**src/pkg/ssd_pkg.sv**
```systemverilog
package ssd_pkg;

    localparam int SSD_RX_DEPTH = 16;

    // 16x oversampling: three samples mid-bit, bit ends at the last tick
    localparam logic [3:0] SSD_SMP_A = 4'h7;
    localparam logic [3:0] SSD_SMP_B = 4'h8;
    localparam logic [3:0] SSD_SMP_C = 4'h9;
    localparam logic [3:0] SSD_BIT_END = 4'hF;
    localparam logic [3:0] SSD_BITS8 = 4'h8;
    localparam logic [3:0] SSD_BITS9 = 4'h9;
    localparam logic [3:0] SSD_FMT_BITS = 4'h2;
    localparam logic [3:0] SSD_LAST_BIT = 4'h1;
    // idle line = one frame of ones, counted in 16x ticks
    localparam logic [7:0] SSD_IDLE8 = 8'hA0;
    localparam logic [7:0] SSD_IDLE9 = 8'hB0;

    localparam logic SSD_SEL_STATUS = 1'b0;
    localparam logic SSD_SEL_DATA = 1'b1;

    // field order gives the status word layout, bit 8 down to bit 0
    typedef struct packed {
        logic tx_buffer_empty_flag;
        logic tx_complete_flag;
        logic rx_buffer_full_flag;
        logic rx_active_flag;
        logic idle;
        logic ovr;
        logic noise_flag;
        logic framing_error_flag;
        logic parity_error_flag;
    } ssd_flags_t;

    localparam ssd_flags_t SSD_FLAGS_RST = 9'h180;
    localparam ssd_flags_t SSD_RX_MASK = 9'h05F;
    localparam ssd_flags_t SSD_TX_MASK = 9'h180;

    typedef struct packed {
        logic word9;
        logic parity_en;
        logic parity_odd;
        logic idle_long;
        logic rx_wakeup;
        logic send_break;
        logic tx_en;
        logic rx_en;
    } ssd_cfg_t;

    typedef struct packed {
        logic [8:0] data;
        logic noise_flag;
        logic framing_error_flag;
        logic parity_error_flag;
    } ssd_rxword_t;

    typedef enum logic [3:0] {
        SSD_RX_IDLE = 4'b0001,
        SSD_RX_START = 4'b0010,
        SSD_RX_DATA = 4'b0100,
        SSD_RX_STOP = 4'b1000
    } ssd_rxst_t;

    typedef enum logic [1:0] {
        SSD_TX_IDLE = 2'b01,
        SSD_TX_SHIFT = 2'b10
    } ssd_txst_t;

    typedef struct packed {
        ssd_flags_t flags;
        ssd_flags_t snap;
        logic idle_arm;
        logic [8:0] rx_hold;
        logic [8:0] tx_hold;
        ssd_rxst_t rx_st;
        logic [3:0] rx_tk;
        logic [3:0] rx_bit;
        logic [2:0] rx_smp;
        logic [8:0] rx_sh;
        logic rx_noise;
        logic rx_prev;
        logic [7:0] idle_cnt;
        ssd_txst_t tx_st;
        logic [3:0] tx_tk;
        logic [3:0] tx_left;
        logic [10:0] tx_sh;
        logic tx_en_prev;
        logic pre_pend;
        logic [31:0] rdata;
    } ssd_state_t;

endpackage

```
**src/ssd_uart.sv**
```systemverilog
`timescale 1ns/10ps

module ssd_fifo #(
    parameter int W = 12,
    parameter int D = 16
) (
    input wire logic mclk,
    input wire logic sys_rst,
    input wire logic in_valid,
    output logic in_ready,
    input wire logic [W-1:0] in_data,
    output logic out_valid,
    input wire logic out_ready,
    output logic [W-1:0] out_data
);
    localparam int AW = $clog2(D);
    typedef struct packed {
        logic [D-1:0][W-1:0] mem;
        logic [AW:0] cnt;
        logic [AW-1:0] wp;
        logic [AW-1:0] rp;
    } ssd_fifo_st_t;

    ssd_fifo_st_t st_reg;
    ssd_fifo_st_t st_next;
    logic wr;
    logic rd;

    assign in_ready = st_reg.cnt != (AW+1)'(D);
    assign out_valid = st_reg.cnt != '0;
    assign out_data = st_reg.mem[st_reg.rp];
    assign wr = in_valid && in_ready;
    assign rd = out_valid && out_ready;

    always_comb begin
        st_next = st_reg;
        if (wr) begin
            st_next.mem[st_reg.wp] = in_data;
            st_next.wp = st_reg.wp + 1'b1;
        end
        if (rd) begin
            st_next.rp = st_reg.rp + 1'b1;
        end
        case ({wr, rd})
            2'b10: st_next.cnt = st_reg.cnt + 1'b1;
            2'b01: st_next.cnt = st_reg.cnt - 1'b1;
            default: st_next.cnt = st_reg.cnt;
        endcase
    end

    always_ff @(posedge mclk or posedge sys_rst) begin
        if (sys_rst) begin
            st_reg <= '0;
        end else begin
            st_reg <= st_next;
        end
    end
endmodule // ssd_fifo

// Summary of operation
// - status read then data access clears flags
// - long read clears receive flags except the active flag, not transmit
// - flags set after status read survive
// - a status word read, but not a long read, snapshots all flags
// - empty flag sets when holding loads shifter
// - complete flag set only when transmitter idle
// - full flag and error flags set together
// - active flag: start bit sets, idle clears
// - idle flag per idle type, off in wakeup
// - idle flag rearms only after full sets
// - overrun keeps held word, discards new words
// - noise only inside valid frames
// - three samples per bit, majority, disagreement=noise
// - noise flag appears with full flag
// - zero stop bit gives framing error
// - parity error appears with full flag
// - data address: reads receive, writes transmit
// - shifter adds start, parity, stop bits
// - low eight bits data, ninth in 9-bit
// - short idle counts any one, long after stop
// - word length selects eight or nine bits
// - wakeup mode suppresses receiver flags
module ssd_uart #(
    parameter int RX_DEPTH = ssd_pkg::SSD_RX_DEPTH
) (
    input wire logic mclk,
    input wire logic sys_rst,
    input wire logic baud_tick16,
    input wire logic rx_in,
    output logic tx_out,
    input wire ssd_pkg::ssd_cfg_t cfg,
    input wire logic reg_rd,
    input wire logic reg_wr,
    input wire logic reg_long_rd,
    input wire logic reg_sel,
    input wire logic [15:0] reg_wdata,
    output logic [31:0] reg_rdata
);
    import ssd_pkg::*;

    localparam ssd_state_t ST_RST = '{flags: SSD_FLAGS_RST, snap: '0, idle_arm: 1'b1,
        rx_hold: '0, tx_hold: '0, rx_st: SSD_RX_IDLE, rx_tk: '0, rx_bit: '0, rx_smp: '0,
        rx_sh: '0, rx_noise: 1'b0, rx_prev: 1'b1, idle_cnt: '0, tx_st: SSD_TX_IDLE,
        tx_tk: '0, tx_left: '0, tx_sh: '1, tx_en_prev: 1'b0, pre_pend: 1'b0, rdata: '0};

    ssd_state_t st_reg;
    ssd_state_t st_next;
    ssd_flags_t fs;
    ssd_flags_t fc;
    ssd_rxword_t fifo_in;
    ssd_rxword_t fifo_out;
    logic fifo_in_ready;
    logic fifo_out_valid;
    logic push;
    logic pop;
    logic ovr_set;
    logic rx_start;
    logic frame_done;
    logic idle_evt;
    logic tx_load;
    logic tx_done;
    logic maj;
    logic mixed;
    logic [3:0] nbits;
    logic [7:0] idle_thr;
    logic [7:0] f8;
    logic [8:0] f9;
    logic rx_par;
    logic [15:0] status_word;
    logic [15:0] data_word;
    logic st_rd;
    logic dat_rd;
    logic dat_wr;

    assign tx_out = st_reg.tx_sh[0];
    assign reg_rdata = st_reg.rdata;
    assign pop = fifo_out_valid && !st_reg.flags.rx_buffer_full_flag;
    assign maj = (st_reg.rx_smp[0] & st_reg.rx_smp[1]) | (st_reg.rx_smp[0] & st_reg.rx_smp[2])
        | (st_reg.rx_smp[1] & st_reg.rx_smp[2]);
    assign mixed = !(&st_reg.rx_smp) && (|st_reg.rx_smp);
    assign nbits = cfg.word9 ? SSD_BITS9 : SSD_BITS8;
    assign idle_thr = cfg.word9 ? SSD_IDLE9 : SSD_IDLE8;
    // parity takes the top bit of the data field
    assign f8 = cfg.parity_en ? {^st_reg.tx_hold[6:0] ^ cfg.parity_odd, st_reg.tx_hold[6:0]}
        : st_reg.tx_hold[7:0];
    assign f9 = cfg.parity_en ? {^st_reg.tx_hold[7:0] ^ cfg.parity_odd, st_reg.tx_hold[7:0]}
        : st_reg.tx_hold;
    assign rx_par = (cfg.word9 ? ^st_reg.rx_sh : ^st_reg.rx_sh[7:0]) != cfg.parity_odd;
    assign status_word = {7'h00, st_reg.flags};
    assign data_word = {7'h00, st_reg.rx_hold};
    assign st_rd = reg_rd && !reg_long_rd && reg_sel == SSD_SEL_STATUS;
    assign dat_rd = reg_rd && !reg_long_rd && reg_sel == SSD_SEL_DATA;
    assign dat_wr = reg_wr && !reg_rd && !reg_long_rd && reg_sel == SSD_SEL_DATA;

    ssd_fifo #(.W($bits(ssd_rxword_t)), .D(RX_DEPTH)) u_rx_fifo (
        .mclk(mclk),
        .sys_rst(sys_rst),
        .in_valid(push),
        .in_ready(fifo_in_ready),
        .in_data(fifo_in),
        .out_valid(fifo_out_valid),
        .out_ready(!st_reg.flags.rx_buffer_full_flag),
        .out_data(fifo_out)
    );

    always_comb begin
        st_next = st_reg;
        fs = '0;
        fc = '0;
        rx_start = 1'b0;
        frame_done = 1'b0;
        idle_evt = 1'b0;
        push = 1'b0;
        ovr_set = 1'b0;
        tx_load = 1'b0;
        tx_done = 1'b0;
        fifo_in = '{data: st_reg.rx_sh, noise_flag: st_reg.rx_noise | mixed,
            framing_error_flag: !maj,
            parity_error_flag: cfg.parity_en && rx_par};

        // receiver
        if (baud_tick16) begin
            st_next.rx_prev = rx_in;
            case (st_reg.rx_st)
                SSD_RX_IDLE: begin
                    if (cfg.rx_en && st_reg.rx_prev && !rx_in) begin
                        st_next.rx_st = SSD_RX_START;
                        st_next.rx_tk = '0;
                        st_next.rx_bit = '0;
                        st_next.rx_sh = '0;
                        st_next.rx_noise = 1'b0;
                        rx_start = 1'b1;
                    end
                end
                SSD_RX_START, SSD_RX_DATA, SSD_RX_STOP: begin
                    st_next.rx_tk = st_reg.rx_tk + 4'h1;
                    if (st_reg.rx_tk == SSD_SMP_A || st_reg.rx_tk == SSD_SMP_B
                        || st_reg.rx_tk == SSD_SMP_C) begin
                        st_next.rx_smp = {st_reg.rx_smp[1:0], rx_in};
                    end
                    if (st_reg.rx_tk == SSD_BIT_END) begin
                        case (st_reg.rx_st)
                            SSD_RX_START: begin
                                // false start: back to idle, noise not counted
                                st_next.rx_st = maj ? SSD_RX_IDLE : SSD_RX_DATA;
                                st_next.rx_noise = mixed;
                            end
                            SSD_RX_DATA: begin
                                st_next.rx_sh[st_reg.rx_bit] = maj;
                                st_next.rx_noise = st_reg.rx_noise | mixed;
                                st_next.rx_bit = st_reg.rx_bit + 4'h1;
                                if (st_reg.rx_bit == nbits - 4'h1) begin
                                    st_next.rx_st = SSD_RX_STOP;
                                end
                            end
                            default: begin
                                st_next.rx_st = SSD_RX_IDLE;
                                frame_done = 1'b1;
                            end
                        endcase
                    end
                end
                default: st_next.rx_st = SSD_RX_IDLE;
            endcase
            // idle line counter
            if (!rx_in || !cfg.rx_en || (cfg.idle_long && st_reg.rx_st != SSD_RX_IDLE)) begin
                st_next.idle_cnt = '0;
            end else if (st_reg.idle_cnt < idle_thr) begin
                st_next.idle_cnt = st_reg.idle_cnt + 8'h01;
                idle_evt = st_reg.idle_cnt == idle_thr - 8'h01;
            end
        end
        if (!cfg.rx_en) begin
            st_next.rx_st = SSD_RX_IDLE;
        end

        if (frame_done && cfg.rx_en && !cfg.rx_wakeup) begin
            if (st_reg.flags.ovr || !fifo_in_ready) begin
                ovr_set = 1'b1;
            end else begin
                push = 1'b1;
            end
        end
        if (pop) begin
            st_next.rx_hold = fifo_out.data;
            st_next.idle_arm = 1'b1;
        end
        fs.rx_buffer_full_flag = pop;
        fs.noise_flag = pop && fifo_out.noise_flag;
        fs.framing_error_flag = pop && fifo_out.framing_error_flag;
        fs.parity_error_flag = pop && fifo_out.parity_error_flag;
        fs.ovr = ovr_set;
        fs.rx_active_flag = rx_start && !cfg.rx_wakeup;
        fs.idle = idle_evt && st_reg.idle_arm && !cfg.rx_wakeup;
        fc.rx_active_flag = idle_evt || !cfg.rx_en;

        // transmitter
        st_next.tx_en_prev = cfg.tx_en;
        if (cfg.tx_en && !st_reg.tx_en_prev) begin
            st_next.pre_pend = 1'b1;
        end
        case (st_reg.tx_st)
            SSD_TX_IDLE: begin
                if (cfg.tx_en) begin
                    if (!st_reg.flags.tx_buffer_empty_flag) begin
                        tx_load = 1'b1;
                        fs.tx_buffer_empty_flag = 1'b1;
                        st_next.tx_sh = cfg.word9 ? {1'b1, f9, 1'b0}
                            : {2'b11, f8, 1'b0};
                    end else if (cfg.send_break) begin
                        tx_load = 1'b1;
                        st_next.tx_sh = '0;
                    end else if (st_reg.pre_pend) begin
                        tx_load = 1'b1;
                        st_next.tx_sh = '1;
                        st_next.pre_pend = 1'b0;
                    end
                end
                if (tx_load) begin
                    st_next.tx_st = SSD_TX_SHIFT;
                    st_next.tx_tk = '0;
                    st_next.tx_left = nbits + SSD_FMT_BITS;
                    fc.tx_complete_flag = 1'b1;
                end
            end
            SSD_TX_SHIFT: begin
                if (baud_tick16) begin
                    st_next.tx_tk = st_reg.tx_tk + 4'h1;
                    if (st_reg.tx_tk == SSD_BIT_END) begin
                        st_next.tx_sh = {1'b1, st_reg.tx_sh[10:1]};
                        st_next.tx_left = st_reg.tx_left - 4'h1;
                        if (st_reg.tx_left == SSD_LAST_BIT) begin
                            st_next.tx_st = SSD_TX_IDLE;
                            st_next.tx_sh = '1;
                            tx_done = 1'b1;
                        end
                    end
                end
            end
            default: st_next.tx_st = SSD_TX_IDLE;
        endcase
        fs.tx_complete_flag = tx_done && !(cfg.tx_en && (!st_reg.flags.tx_buffer_empty_flag
            || cfg.send_break || st_next.pre_pend));

        // register access and acknowledge sequence
        if (reg_long_rd) begin
            fc = fc | (st_reg.flags & SSD_RX_MASK);
            st_next.rdata = {status_word, data_word};
        end else if (st_rd) begin
            st_next.snap = st_reg.flags;
            st_next.rdata = {16'h0000, status_word};
        end else if (dat_rd) begin
            fc = fc | (st_reg.snap & SSD_RX_MASK);
            st_next.snap = st_reg.snap & ~SSD_RX_MASK;
            st_next.rdata = {16'h0000, data_word};
        end else if (dat_wr) begin
            st_next.tx_hold = reg_wdata[8:0];
            fc = fc | (st_reg.snap & SSD_TX_MASK);
            st_next.snap = st_reg.snap & ~SSD_TX_MASK;
        end
        if (fc.idle && st_reg.flags.idle && !pop) begin
            st_next.idle_arm = 1'b0;
        end
        // a set in the same cycle beats the clear
        st_next.flags = (st_reg.flags & ~fc) | fs;
    end

    always_ff @(posedge mclk or posedge sys_rst) begin
        if (sys_rst) begin
            st_reg <= ST_RST;
        end else begin
            st_reg <= st_next;
        end
    end
endmodule // ssd_uart

```
**config.mk**
```make
export PLATFORM = sky130hd
export DESIGN_NAME = ssd_uart
export DESIGN_NICKNAME = d
export VERILOG_FILES = /design/src/pkg/ssd_pkg.sv /design/src/ssd_uart.sv
export SDC_FILE = /design/constraint.sdc
export NUM_CORES = 1
export LEC_CHECK = 0
export BUFFER_PORTS_ARGS = -buffer_cell sky130_fd_sc_hd__buf_4
export CORE_ASPECT_RATIO = 0.6
export CORE_MARGIN = 8
export CORE_UTILIZATION = 45
export CTS_CLUSTER_SIZE = 30
export DETAILED_ROUTE_END_ITERATION = 8
export PLACE_DENSITY_LB_ADDON = 0.2
export SLEW_MARGIN = 20
export SYNTH_ARGS = -nofsm -noshare
export SYNTH_HDL_FRONTEND = slang
export SYNTH_SLANG_ARGS = --single-unit
```
**constraint.sdc**
```tcl
create_clock -name mclk -period 13.6 [get_ports mclk]
set_input_delay 2.04 -clock mclk [delete_from_list [all_inputs] [get_ports mclk]]
set_output_delay 2.04 -clock mclk [all_outputs]
set_load 0.02 [all_outputs]
```
==> flow_summary.ini <==
[floorplanning]
rows = 52
start_util_pct = 45.3
core_area_sq_mm = 0.0335
pin_count = 65
dieArea_sq_mm = 0.0401
dieHeight_microns = 158
die_w_microns = 253

[finish]
drive_gt1_share_pct = 30.9
final_area_sq_mm = 0.0166
antenna_cells = 0
largest_reg_flops = 205
fin_nets = 1260
area_growth_syn_to_layout_pct = 9.44

[run_status]
run_status = finished clean

[placement]
dp_hpwl_microns = 22400
dp_slack_ps = 8170
gp_congestion = 0.784
placed_area_sq_mm = 0.0156
io_buffer_count = 43

[synthesis]
async_reset_ff_share_pct = 100
synth_edf_count = 0
syn_avg_cell_area_sq_um = 12.3
seq_area_frac_synth_pct = 52.2
ys_ff_latch = 316
syn-instance-count = 1232
yosys_warnings = 0
synthFlopType = dfrtp_1
synth_cell_types = 65
netlist_area_sq_mm = 0.0152

[grt]
grt_pass1_vias = 9225
grt.overflow.total = 0
antenna_found_initial = 1
grt_use_total_pct = 17.2
grt_pass1_wl_microns = 54300
grt_max_degree = 176

[sta]
drv_slew = 0
relSlewSlack_pct = 20.3
worst_clock_skew_ps = 10.9
setup_ws_ps = 8610
timing.hold.ws_ps = 457
tightest_slew_ps = 1180
finalSetupTns_ps = 0
hold_viol = 0
post-route-period-util_pct = 36.7
setup_viol = 0
max_freq_mhz = 200
period_needed_ps = 4990
rsz0062_at_grt = no

[power_and_ir_drop]
p_leak_uw = 0.00781
peakVddDrop_mv = 0.113
internal_power_uw = 1690
p_per_area_mw_per_mm2 = 144
total_power_uw = 2400
switching_power_uw = 709
seq_power_share_pct = 45.3
pwr-share-comb_pct = 18.3
swShare_pct = 29.5
clkPwrFrac_pct = 36.3

[detailed_routing]
drtIter0Drc = 635
avgRoutedWirePerCell_microns = 20.2
route.detailed.drc = 0
first_pass_iters = 5
finalWirelength_microns = 34100
vias_per_cell = 5.61
vias = 9473
final_antenna_net_count = 0

[setup_path]
crit_path_end_kind = flip-flop
cp_max_fo = 16
critPathKind = primary input to flip-flop
worstPathArrival_ps = 5470
crit_path_start_kind = primary input
cp_data_required_time_ps = 14080

[flow_run]
maxCapViolCount = 0

[clock_network]
cts.path.max_buffers = 3
cts_max_level = 1
ctsHoldBuffers = 0
clockRootBuffer = clkbuf_16
cts_tree = built
clock_latency_ps = 570
numCtsBuffers = 30
clock-sinks = 316
cts.clk_slew.worst_paths_ps = 60
cts_resized = 0
cts_setup_buffers = 0

[min_path]
min_path_type = flip-flop to flip-flop
critical path: stages:
cell,delay (ps)
buf_4,180
nand2_1,120
nor4_1,1000
nand2b_1,350
ha_1,420
xor2_1,190
ha_1,220
o21a_1,170
o22a_1,200
a21oi_1,190
mux2i_1,230
xnor2_1,140
cells in the mapped netlist, drive strengths merged, types with 3 or more instances:
cell    instances  area (sq um)
dfrtp         299          7480
clkbuf         57           214
o211ai          3          22.5
a221oi          9          78.8
o21a            3          22.5
a21oi          35           175
ha             21           263
xor2           16           140
o22ai          12          75.1
buf            62           407
a22oi           7          52.6
mux4           48          1080
dfstp          17           447
o31ai           3          22.5
and2           10          62.6
nor4            4          55.1
nor4b           7          76.3
nand4          11          68.8
a22o           12           105
a31oi           3          18.8
a21o            3          22.5
o21ai          74           370
nor2b           9          56.3
nand3          15          75.1
nand2b         13          81.3
or3             6          37.5
xnor2          22           193
nor2           52           203
o22a            3          26.3
nand2         124           465
nor3            4          20.0
inv            21          78.8
a32o            6          60.1
mux2          207          2330
mux2i           6          60.1
power by group through the flow:
stage	registers [uW]	logic (uW)	clock network (uW)
after detailed placement	1100	444	0
after global routing	1100	489	930
after floorplan	1060	380	0
final	1090	441	873
after global placement	1100	437	0
after CTS	1090	445	894
path summary, 6_finish.rpt:
check / startpoint / endpoint / slack [ps] / depth (start not counted)
setup / recovery: baud_tick16 / u_rx_fifo.st_reg[12] / 8610 / 12
setup reg to reg: st_reg[87] / u_rx_fifo.st_reg[12] / 9360 / 11
hold / removal: st_reg[116] / st_reg[125] / 460 / 1
max in group asynchronous: sys_rst / st_reg[48] / 10340 / 3
hold reg to reg: st_reg[116] / st_reg[125] / 460 / 1
min in group asynchronous: sys_rst / u_rx_fifo.st_reg[123] / 1670 / 2
final cells by class:
cell class                      count  area [sq um]
Clock inverter                     10          78.8
Inverter                           23          93.8
Multi-Input combinational cell    787          6600
Fill cell                        2934         16900
Sequential cell                   316          7930
Tap cell                          459           574
Timing Repair Buffer               49           380
Clock buffer                       46           962
kinds of logic (layout without fill, tap and decap cells):
group,count (synthesis),count (layout),synth area share [%]
flip-flops,316,316,52.2
adder cells (fa/ha/maj),21,21,1.73
AND/OR/NAND/NOR,270,270,8.78
XOR/XNOR,39,39,2.34
multiplexers,261,261,22.9
buffers and inverters,142,128,4.65
AO/OA/AOI/OAI,182,182,7.42
other,1,14,0.0247
through the flow:
stage               cells  util [%]
floorplan            1245         -
CTS                  1689      49.6
finish               1690      49.6
global route         1690      49.6
detailed placement   1633      46.5
global placement     1633      46.5
routing by layer:
metal	global-route usage, %	wire [microns]	share of wire (%)	vias up
met1	28.5	18800	55	4974
met4	3.17	530	1.6	0
li1	-	-	-	4306
met3	2.84	1370	4.0	39
met2	22.8	13300	39	154
met5	0	0	0	-
cell usage in the layout, fill, tap and decap left out, types with 21 or more instances in the layout:
master and instances:
mux2_2 200, o21ai_0 74, dfrtp_1 297, ha_1 21
nand2_1 124, buf_4 48, xnor2_1 22, clkbuf_16 31
nor2_1 51, a21oi_1 35, mux4_2 48
(Power assumes the default switching activity.)
